$ cat src/include/acrb_pkg.sv
// Constants, field layouts and encodings of the converter control bank.
package acrb_pkg;
  // ****************************************************************
  // Bus and register map.
  // ****************************************************************
  localparam int         ADDR_W      = 12;
  localparam logic [5:0] OFF_CR0     = 6'h00;
  localparam logic [5:0] OFF_CR1     = 6'h04;
  localparam logic [5:0] OFF_START   = 6'h08;
  localparam logic [5:0] OFF_SQR     = 6'h0c;
  localparam logic [5:0] OFF_CR2     = 6'h10;
  localparam logic [5:0] OFF_VTH     = 6'h14;
  localparam logic [5:0] OFF_VTL     = 6'h18;
  localparam logic [5:0] OFF_TRIG    = 6'h1c;
  localparam logic [5:0] OFF_RES_A   = 6'h20;
  localparam logic [5:0] OFF_RES_B   = 6'h24;
  localparam logic [5:0] OFF_RES_C   = 6'h28;
  localparam logic [5:0] OFF_RES_D   = 6'h2c;
  localparam logic [5:0] OFF_ACC     = 6'h30;
  localparam logic [5:0] OFF_IER     = 6'h34;
  localparam logic [5:0] OFF_ICR     = 6'h38;
  localparam logic [5:0] OFF_ISR     = 6'h3c;
  localparam logic [1:0] RESP_OKAY   = 2'h0;
  localparam logic [1:0] RESP_SLVERR = 2'h2;

  // ****************************************************************
  // Primary control word layout.
  // ****************************************************************
  localparam logic [31:0] CR0_RESET = 32'h00000000;
  localparam logic [31:0] CR0_MASK  = 32'h0000ffff;
  localparam int          EN_BIT    = 0;
  localparam int          MODE_LO   = 1;
  localparam int          BG_BIT    = 4;
  localparam int          TS_BIT    = 5;
  localparam int          REF_LO    = 6;
  localparam int          CLK_LO    = 8;
  localparam int          SAM_LO    = 11;
  localparam int          BUF_BIT   = 13;
  localparam int          TRIM_LO   = 14;

  // ****************************************************************
  // Other control registers.
  // ****************************************************************
  localparam logic [31:0] REG_RESET  = 32'h00000000;
  localparam logic [31:0] CR2_MASK   = 32'h000001ff;
  localparam int          ACCRST_BIT = 9;
  localparam int          START_BIT  = 0;

  // ****************************************************************
  // Mode, reference and acquisition encodings.
  // ****************************************************************
  localparam logic [2:0] MODE_SGL_ONE   = 3'h0;
  localparam logic [2:0] MODE_SGL_MULTI = 3'h1;
  localparam logic [2:0] MODE_SGL_CONT  = 3'h2;
  localparam logic [2:0] MODE_SEQ_CONT  = 3'h3;
  localparam logic [2:0] MODE_SEQ_SCAN  = 3'h4;
  localparam logic [2:0] MODE_SEQ_MULTI = 3'h5;
  localparam logic [2:0] MODE_SEQ_INTM  = 3'h6;
  localparam logic [1:0] REF_INT_LOW    = 2'h0;
  localparam logic [1:0] REF_INT_HIGH   = 2'h1;
  localparam logic [1:0] REF_EXT_PIN    = 2'h2;
  localparam logic [1:0] REF_SUPPLY     = 2'h3;
  localparam logic [3:0] ACQ_CYC_0      = 4'h5;
  localparam logic [3:0] ACQ_CYC_1      = 4'h6;
  localparam logic [3:0] ACQ_CYC_2      = 4'h8;
  localparam logic [3:0] ACQ_CYC_3      = 4'ha;

  // ****************************************************************
  // Interrupt status layout.
  // ****************************************************************
  localparam int         EV_N      = 7;
  localparam int         READY_BIT = 8;
  localparam logic [6:0] EV_RESET  = 7'h00;
endpackage

$ cat src/include/acrb_div_if.sv
// Interface between the control bank and its converter clock divider.
`timescale 1ns/1ps
interface acrb_div_if;
  logic       run;
  logic [2:0] code;
  logic       tick;
  modport ctl (output run, output code, input tick);
  modport div (input run, input code, output tick);
endinterface

$ cat src/rtl/acrb_clk_div.sv
// Converter clock divider producing one tick per divided clock period.
`timescale 1ns/1ps
module acrb_clk_div (
  input  wire logic core_clk,
  input  wire logic rstn,
  acrb_div_if.div   divPort
);
  logic [6:0] count;
  logic [6:0] limit;

  // ****************************************************************
  // Divide ratio.
  // ****************************************************************
  // Limit one below a power of two.
  assign limit = 7'((8'h01 << divPort.code) - 8'h01);

  // ****************************************************************
  // Counter and tick.
  // ****************************************************************
  always_ff @(posedge core_clk or negedge rstn) begin
    if (!rstn) begin
      count        <= 7'h00;
      divPort.tick <= 1'b0;
    end else if (!divPort.run) begin
      count        <= 7'h00;
      divPort.tick <= 1'b0;
    end else if (count >= limit) begin
      count        <= 7'h00;
      divPort.tick <= 1'b1;
    end else begin
      count        <= count + 7'h01;
      divPort.tick <= 1'b0;
    end
  end
endmodule // acrb_clk_div

$ cat src/rtl/acrb_top.sv
// Converter control register bank with AXI4-Lite slave and interrupt logic.
`timescale 1ns/1ps
module acrb_top (
  input  wire logic                        core_clk,
  input  wire logic                        rstn,
  input  wire logic [acrb_pkg::ADDR_W-1:0] awaddr,
  input  wire logic                        awvalid,
  output wire logic                        awready,
  input  wire logic [31:0]                 wdata,
  input  wire logic [3:0]                  wstrb,
  input  wire logic                        wvalid,
  output wire logic                        wready,
  output logic      [1:0]                  bresp,
  output logic                             bvalid,
  input  wire logic                        bready,
  input  wire logic [acrb_pkg::ADDR_W-1:0] araddr,
  input  wire logic                        arvalid,
  output wire logic                        arready,
  output logic      [31:0]                 rdata,
  output logic      [1:0]                  rresp,
  output logic                             rvalid,
  input  wire logic                        rready,
  input  wire logic                        coreReady,
  input  wire logic [acrb_pkg::EV_N-1:0]   coreEvents,
  input  wire logic [15:0]                 resultA,
  input  wire logic [15:0]                 resultB,
  input  wire logic [15:0]                 resultC,
  input  wire logic [15:0]                 resultD,
  input  wire logic [31:0]                 accResult,
  output logic                             converterEnable,
  output logic      [3:0]                  acqCycles,
  output logic      [3:0]                  refSource,
  output logic      [2:0]                  modeSelect,
  output logic                             modeValid,
  output logic      [8:0]                  conversionsPerRun,
  output logic                             thermalProbeEnable,
  output logic                             bandgapEnable,
  output logic                             followerEnable,
  output logic      [1:0]                  analogTrim,
  output wire logic                        converterClkTick,
  output logic                             convStart,
  output logic                             accClear,
  output logic      [31:0]                 secondaryCtrl,
  output logic      [31:0]                 sequenceCfg,
  output logic      [31:0]                 upperThreshold,
  output logic      [31:0]                 lowerThreshold,
  output logic      [31:0]                 triggerSelect,
  output wire logic                        irq
);
  import acrb_pkg::*;

  logic [31:0]      controlPrimary;
  logic [31:0]      controlSecondary;
  logic [31:0]      startReg;
  logic [31:0]      sequenceReg;
  logic [31:0]      controlTertiary;
  logic [31:0]      upperReg;
  logic [31:0]      lowerReg;
  logic [31:0]      triggerReg;
  logic [EV_N-1:0]  intEnable;
  logic [EV_N-1:0]  intStatus;
  logic [EV_N-1:0]  next_intStatus;
  logic             awHeld;
  logic             wHeld;
  logic [ADDR_W-1:0] wrAddr;
  logic [31:0]      wrData;
  logic [3:0]       wrStrb;
  logic             doWrite;
  logic             wrMapped;
  logic [5:0]       wrOff;
  logic             rdTake;
  logic [5:0]       rdOff;
  logic [31:0]      rdWord;
  logic             readySync1;
  logic             readySync2;
  logic             readyFlag;
  logic [EV_N-1:0]  clearMask;

  acrb_div_if divBus ();

  // ****************************************************************
  // Helper functions.
  // ****************************************************************
  function automatic logic [31:0] merge(input logic [31:0] oldVal, input logic [31:0] newVal,
                                        input logic [3:0]  strb);
    logic [31:0] res;
    res = oldVal;
    for (int i = 0; i < 4; i++) begin
      if (strb[i]) res[i*8 +: 8] = newVal[i*8 +: 8];
    end
    return res;
  endfunction

  function automatic logic mapped(input logic [ADDR_W-1:0] addr);
    return addr[ADDR_W-1:6] == '0;
  endfunction

  // ****************************************************************
  // AXI4-Lite write channel.
  // ****************************************************************
  assign awready  = !awHeld && !bvalid;
  assign wready   = !wHeld && !bvalid;
  assign doWrite  = awHeld && wHeld && !bvalid;
  assign wrMapped = mapped(wrAddr);
  assign wrOff    = {wrAddr[5:2], 2'b00};

  always_ff @(posedge core_clk or negedge rstn) begin
    if (!rstn) begin
      awHeld <= 1'b0;
      wrAddr <= '0;
    end else if (awvalid && awready) begin
      awHeld <= 1'b1;
      wrAddr <= awaddr;
    end else if (doWrite) begin
      awHeld <= 1'b0;
    end
  end

  always_ff @(posedge core_clk or negedge rstn) begin
    if (!rstn) begin
      wHeld  <= 1'b0;
      wrData <= 32'h00000000;
      wrStrb <= 4'h0;
    end else if (wvalid && wready) begin
      wHeld  <= 1'b1;
      wrData <= wdata;
      wrStrb <= wstrb;
    end else if (doWrite) begin
      wHeld <= 1'b0;
    end
  end

  always_ff @(posedge core_clk or negedge rstn) begin
    if (!rstn) begin
      bvalid <= 1'b0;
      bresp  <= RESP_OKAY;
    end else if (doWrite) begin
      bvalid <= 1'b1;
      bresp  <= wrMapped ? RESP_OKAY : RESP_SLVERR;
    end else if (bready) begin
      bvalid <= 1'b0;
    end
  end

  // ****************************************************************
  // Control registers.
  // ****************************************************************
  always_ff @(posedge core_clk or negedge rstn) begin
    if (!rstn) begin
      controlPrimary <= CR0_RESET;
    end else if (doWrite && wrMapped && wrOff == OFF_CR0) begin
      controlPrimary <= merge(controlPrimary, wrData, wrStrb) & CR0_MASK;
    end
  end

  always_ff @(posedge core_clk or negedge rstn) begin
    if (!rstn) begin
      controlSecondary <= REG_RESET;
      sequenceReg      <= REG_RESET;
      controlTertiary  <= REG_RESET;
      upperReg         <= REG_RESET;
      lowerReg         <= REG_RESET;
      triggerReg       <= REG_RESET;
      startReg         <= REG_RESET;
    end else if (doWrite && wrMapped) begin
      case (wrOff)
        OFF_CR1:   controlSecondary <= merge(controlSecondary, wrData, wrStrb);
        OFF_SQR:   sequenceReg      <= merge(sequenceReg, wrData, wrStrb);
        OFF_CR2:   controlTertiary  <= merge(controlTertiary, wrData, wrStrb) & CR2_MASK;
        OFF_VTH:   upperReg         <= merge(upperReg, wrData, wrStrb);
        OFF_VTL:   lowerReg         <= merge(lowerReg, wrData, wrStrb);
        OFF_TRIG:  triggerReg       <= merge(triggerReg, wrData, wrStrb);
        OFF_START: startReg         <= merge(startReg, wrData, wrStrb);
        default: begin end
      endcase
    end
  end

  // ****************************************************************
  // Command pulses.
  // ****************************************************************
  always_ff @(posedge core_clk or negedge rstn) begin
    if (!rstn) begin
      convStart <= 1'b0;
      accClear  <= 1'b0;
    end else begin
      convStart <= doWrite && wrMapped && wrOff == OFF_START && wrStrb[0]
                   && wrData[START_BIT] && converterEnable && readyFlag
                   && modeValid;
      accClear  <= doWrite && wrMapped && wrOff == OFF_CR2 && wrStrb[1]
                   && wrData[ACCRST_BIT];
    end
  end

  // ****************************************************************
  // Ready synchroniser.
  // ****************************************************************
  always_ff @(posedge core_clk or negedge rstn) begin
    if (!rstn) begin
      readySync1 <= 1'b0;
      readySync2 <= 1'b0;
    end else begin
      readySync1 <= coreReady;
      readySync2 <= readySync1;
    end
  end

  assign readyFlag = readySync2 && controlPrimary[EN_BIT];

  // ****************************************************************
  // Decoded outputs to the analog core.
  // ****************************************************************
  always_ff @(posedge core_clk or negedge rstn) begin
    if (!rstn) begin
      converterEnable    <= 1'b0;
      acqCycles          <= ACQ_CYC_0;
      refSource          <= 4'h1;
      modeSelect         <= MODE_SGL_ONE;
      modeValid          <= 1'b1;
      conversionsPerRun  <= 9'h001;
      thermalProbeEnable <= 1'b0;
      bandgapEnable      <= 1'b0;
      followerEnable     <= 1'b0;
      analogTrim         <= 2'h0;
    end else begin
      converterEnable <= controlPrimary[EN_BIT];
      case (controlPrimary[SAM_LO +: 2])
        2'h0:    acqCycles <= ACQ_CYC_0;
        2'h1:    acqCycles <= ACQ_CYC_1;
        2'h2:    acqCycles <= ACQ_CYC_2;
        default: acqCycles <= ACQ_CYC_3;
      endcase
      refSource <= 4'(4'h1 << controlPrimary[REF_LO +: 2]);
      modeSelect <= controlPrimary[MODE_LO +: 3];
      modeValid  <= controlPrimary[MODE_LO +: 3] <= MODE_SEQ_INTM;
      case (controlPrimary[MODE_LO +: 3])
        MODE_SGL_MULTI, MODE_SEQ_MULTI: conversionsPerRun <= {1'b0, controlTertiary[7:0]} + 9'h001;
        MODE_SGL_ONE, MODE_SGL_CONT, MODE_SEQ_CONT, MODE_SEQ_SCAN,
        MODE_SEQ_INTM: conversionsPerRun <= 9'h001;
        default: conversionsPerRun <= 9'h000;
      endcase
      thermalProbeEnable <= controlPrimary[TS_BIT];
      bandgapEnable  <= controlPrimary[BG_BIT];
      followerEnable <= controlPrimary[BUF_BIT];
      analogTrim     <= controlPrimary[TRIM_LO +: 2];
    end
  end

  always_ff @(posedge core_clk or negedge rstn) begin
    if (!rstn) begin
      secondaryCtrl  <= REG_RESET;
      sequenceCfg    <= REG_RESET;
      upperThreshold <= REG_RESET;
      lowerThreshold <= REG_RESET;
      triggerSelect  <= REG_RESET;
    end else begin
      secondaryCtrl  <= controlSecondary;
      sequenceCfg    <= sequenceReg;
      upperThreshold <= upperReg;
      lowerThreshold <= lowerReg;
      triggerSelect  <= triggerReg;
    end
  end

  // ****************************************************************
  // Converter clock divider.
  // ****************************************************************
  // Divider steered by clock field.
  assign divBus.run       = controlPrimary[EN_BIT];
  assign divBus.code      = controlPrimary[CLK_LO +: 3];
  assign converterClkTick = divBus.tick;

  acrb_clk_div i_acrb_clk_div (
    .core_clk (core_clk),
    .rstn     (rstn),
    .divPort  (divBus.div)
  );

  // ****************************************************************
  // Interrupt status, mask and clear.
  // ****************************************************************
  always_comb begin
    clearMask = '0;
    if (rdTake && mapped(araddr) && rdOff == OFF_ISR) begin
      clearMask = '1;
    end
    if (doWrite && wrMapped && wrOff == OFF_ICR && wrStrb[0]) begin
      clearMask = clearMask | ~wrData[EV_N-1:0];
    end
    next_intStatus = (intStatus & ~clearMask) | coreEvents;
  end

  always_ff @(posedge core_clk or negedge rstn) begin
    if (!rstn) begin
      intStatus <= EV_RESET;
    end else begin
      intStatus <= next_intStatus;
    end
  end

  always_ff @(posedge core_clk or negedge rstn) begin
    if (!rstn) begin
      intEnable <= EV_RESET;
    end else if (doWrite && wrMapped && wrOff == OFF_IER) begin
      intEnable <= wrStrb[0] ? wrData[EV_N-1:0] : intEnable;
    end
  end

  assign irq = |(intStatus & intEnable);

  // ****************************************************************
  // AXI4-Lite read channel.
  // ****************************************************************
  assign arready = !rvalid;
  assign rdTake  = arvalid && arready;
  assign rdOff   = {araddr[5:2], 2'b00};

  always_comb begin
    rdWord = 32'h00000000;
    case (rdOff)
      OFF_CR0:   rdWord = controlPrimary;
      OFF_CR1:   rdWord = controlSecondary;
      OFF_START: rdWord = startReg;
      OFF_SQR:   rdWord = sequenceReg;
      OFF_CR2:   rdWord = controlTertiary;
      OFF_VTH:   rdWord = upperReg;
      OFF_VTL:   rdWord = lowerReg;
      OFF_TRIG:  rdWord = triggerReg;
      OFF_RES_A: rdWord = {16'h0000, resultA};
      OFF_RES_B: rdWord = {16'h0000, resultB};
      OFF_RES_C: rdWord = {16'h0000, resultC};
      OFF_RES_D: rdWord = {16'h0000, resultD};
      OFF_ACC:   rdWord = accResult;
      OFF_IER:   rdWord = {25'h0, intEnable};
      OFF_ICR:   rdWord = 32'h00000000;
      OFF_ISR:   rdWord = {23'h0, readyFlag, 1'b0, intStatus};
      default:   rdWord = 32'h00000000;
    endcase
  end

  always_ff @(posedge core_clk or negedge rstn) begin
    if (!rstn) begin
      rvalid <= 1'b0;
      rdata  <= 32'h00000000;
      rresp  <= RESP_OKAY;
    end else if (rdTake) begin
      rvalid <= 1'b1;
      rdata  <= mapped(araddr) ? rdWord : 32'h00000000;
      rresp  <= mapped(araddr) ? RESP_OKAY : RESP_SLVERR;
    end else if (rready) begin
      rvalid <= 1'b0;
    end
  end
endmodule // acrb_top

$ cat config.mk
export PLATFORM = sky130hd
export DESIGN_NAME = acrb_top
export DESIGN_NICKNAME = d
export VERILOG_FILES = /design/src/include/acrb_pkg.sv /design/src/include/acrb_div_if.sv /design/src/rtl/acrb_clk_div.sv /design/src/rtl/acrb_top.sv
export SDC_FILE = /design/constraint.sdc
export NUM_CORES = 1
export LEC_CHECK = 0
export BUFFER_PORTS_ARGS = -buffer_cell sky130_fd_sc_hd__buf_4
export CORE_ASPECT_RATIO = 0.9
export CORE_MARGIN = 2
export CORE_UTILIZATION = 35
export CTS_CLUSTER_DIAMETER = 30
export CTS_CLUSTER_SIZE = 40
export DETAILED_ROUTE_END_ITERATION = 10
export PLACE_DENSITY = 0.55
export SKIP_CTS_REPAIR_TIMING = 1
export SLEW_MARGIN = 20
export SYNTH_ARGS = -nofsm -noshare
export SYNTH_HDL_FRONTEND = slang
export SYNTH_SLANG_ARGS = --single-unit
$ cat constraint.sdc
create_clock -name core_clk -period 5.05 [get_ports core_clk]
set_input_delay 0.2525 -clock core_clk [delete_from_list [all_inputs] [get_ports core_clk]]
set_output_delay 0.2525 -clock core_clk [all_outputs]
set_load 0.005 [all_outputs]
==> flow_metrics.py <==
metrics = {
    "logic_synthesis": {
        "synth_edf_count": 0,
        "yosysUniqueCellTypes": 67,
        "yosys_warnings": 0,
        "synth-async-reset-ratio_pct": 100,
        "synth_ff_type": "dfrtp_1",
        "ys_seq_elements": 514,
        "ys_seq_area_share_pct": 63.7,
        "synth_area_um2": 20200,
        "syn_inst": 1435,
        "postSynthAreaPerCell_um2": 14.1,
    },
    "layout": {
        "multi_input_area_um2": 7030,
        "layout-drive-gt1-share_pct": 45.8,
        "nets": 2133,
        "nFillCells": 5045,
        "mostFrequentLayoutCells": "dfrtp_1, buf_4, mux2_2, clkbuf_16, dlygate4sd3_1",
        "register_area_um2": 12900,
        "synthToLayoutAreaGrowth_pct": 40.5,
        "layout_commonest_cell": "dfrtp_1",
    },
    "status": {
        "failed_checks": "hold timing",
        "outcome": "finished, violations left",
    },
    "power_and_ir_drop": {
        "ir_drop_v": 0.000252,
        "power_leakage_nw": 14.0,
        "power_w": 0.0132,
        "p_per_area_nw_per_um2": 465,
    },
    "place": {
        "port_buffers": 396,
        "place_hpwl_um": 50100,
        "gp_congestion": 0.823,
    },
    "grt": {
        "grt_pass1_vias": 15035,
        "grt_max_degree": 172,
        "globalRouteTotalUtil_pct": 24.3,
        "grt_pass1_wl_um": 105000,
        "grt_antenna_before_repair": 4,
        "overflow": 0,
    },
    "sta": {
        "rsz0062_at_grt": "false",
        "period_minus_slack_ns": 2.75,
        "skew_ns": 0.0168,
        "finalHoldViolations": 3,
        "finalCritPeriodShare_pct": 54.4,
        "holdWs_ns": -0.0566,
        "final-setup-viol-count": 0,
        "fin_tns_setup_ns": 0,
        "maxSlewHeadroom_pct": 18.8,
        "max_freq_ghz": 0.364,
        "max_slew.worst_pin.slew_ns": 1.21,
        "maxSlewViolCount": 0,
    },
    "cts": {
        "root_buffer": "clkbuf_16",
        "cts_inserted_buffers": 106,
        "cts.sinks": 514,
        "h-tree-depth": 3,
        "clock_latency_ns": 0.64,
        "clkTransAtPathRegs_ns": 0.05,
        "cts_tree": "done",
        "cts.path.max_buffers": 3,
    },
    "routing": {
        "viasPerCell": 5.25,
        "wl_per_cell_um": 26.3,
        "drt_first_iter_violations": 1101,
        "vias": 14748,
        "drtAntennaViolNets": 0,
        "firstDrtPassIters": 8,
        "drc": 0,
        "dr.max_layer_used": "met4",
        "wl_met3_um": 4710,
        "wl_met2_um": 34000,
        "wl_met1_um": 32900,
        "wirelength_um": 73700,
    },
    "worst_setup_path": {
        "cp-start-kind": "register",
        "crit_required_ns": 5.56,
        "cp.arrival_ns": 3.25,
        "cp-end-kind": "register",
        "critPathMaxFanout": 10,
        "setup.worst_path.class": "reg -> reg",
    },
    "die": {
        "coreArea_um2": 57100,
        "dieArea_um2": 59700,
        "start_util_pct": 35.4,
        "row_count": 83,
        "ios": 403,
        "die_h_um": 232,
        "die_x_um": 257,
    },
    "hold_path": {
        "hp-class": "in -> reg",
    },
    "job": {
        "drv_cap": 0,
    },
}
metrics by stage:
step	hold slack (ns)	cell area, um^2	setup slack [ns]	util, %	cells
6_report	-0.0566	28400	2.30	49.7	2809
5_1_grt	0.00238	28400	2.22	49.7	2808
4_1_cts	-0.362	27800	2.29	48.7	2746
3_5_place_dp	0.317	24100	2.02	42.2	2550
3_3_place_gp	0.313	24100	2.02	42.2	2550
2_1_floorplan	-0.0431	20200	3.01	-	1436
area by class of cell:
class | instances | area share [%]
Inverter | 10 | 0.132
Clock buffer | 142 | 10.6
Multi-Input combinational cell | 837 | 24.7
Clock inverter | 54 | 2.38
Sequential cell | 514 | 45.3
Timing Repair Buffer | 484 | 13.5
Tap cell | 765 | 3.37
Antenna cell | 3 | 0.0264
worst max-delay path, stage by stage (launching register included):
cell and delay, ns:
dfrtp_1 0.38, or4_4 0.58, nor4_4 0.77, nand2_2 0.47, mux2_2 0.41
synth_stat cells, drive strengths merged (15+ instances only):
library cell	count	area, um^2
a21oi	19	95.1
a221oi	15	131
a22o	28	245
a22oi	48	360
a32oi	18	158
buf	35	188
clkbuf	40	150
dfrtp	509	12700
mux2	281	3160
mux2i	42	420
nand2	76	353
nand2b	19	119
nand3	20	100
nor2	55	206
nor2b	18	113
nor3	18	100
o21ai	31	155
metal layers:
| metal | vias to the layer above | track usage [%] |
|---|---|---|
| li1 | 6367 | - |
| met1 | 7646 | 34.1 |
| met2 | 606 | 37.6 |
| met3 | 129 | 5.47 |
| met4 | 0 | 7.93 |
| met5 | - | 0 |
sequential cells by signal, indices dropped and copies added (netlist names), 7 cells and up:
signal / cells
controlPrimary: 16
controlSecondary: 32
controlTertiary: 9
conversionsPerRun: 9
i_acrb_clk_div.count: 7
intEnable: 7
intStatus: 7
lowerReg: 32
lowerThreshold: 32
rdata: 32
secondaryCtrl: 32
sequenceCfg: 32
sequenceReg: 32
startReg: 32
triggerReg: 32
triggerSelect: 32
upperReg: 32
upperThreshold: 32
wrAddr: 10
wrData: 32
power breakdown:
part | total (W) | leakage [nW] | internal (W) | switching, W
logic | 0.00114 | 5.18 | 0.000574 | 0.000567
clock network | 0.00704 | 1.77 | 0.00480 | 0.00224
registers | 0.00502 | 7.01 | 0.00446 | 0.000555
cells by family (layout without fill, tap and decap cells):
family / Yosys count / after routing / share of synthesized area, %
other: 1 / 5 / 0.0186
multiplexers: 325 / 325 / 18.0
flip-flops: 514 / 514 / 63.7
adder cells (fa/ha/maj): 9 / 9 / 0.557
AND/OR/NAND/NOR: 251 / 251 / 6.54
AO/OA/AOI/OAI: 239 / 239 / 8.93
buffers and inverters: 85 / 690 / 1.86
XOR/XNOR: 11 / 11 / 0.477
worst paths after layout:
check / startpoint / end / slack, ns / depth (start not counted)
max in group asynchronous: rstn / triggerReg[4]$_DFFE_PN0P_ / 3.36 / 3
min: accResult[13] / rdata[13]$_DFFE_PN0P_ / -0.06 / 3
max: wrAddr[9]$_DFFE_PN0P_ / lowerReg[5]$_DFFE_PN0P_ / 2.30 / 4
max reg2reg: wrAddr[9]$_DFFE_PN0P_ / lowerReg[5]$_DFFE_PN0P_ / 2.30 / 4
min reg2reg: readySync1$_DFF_PN0_ / readySync2$_DFF_PN0_ / 0.38 / 0
min in group asynchronous: rstn / sequenceCfg[10]$_DFF_PN0_ / 0.23 / 2
No activity file was read; power rests on OpenSTA's default activity.
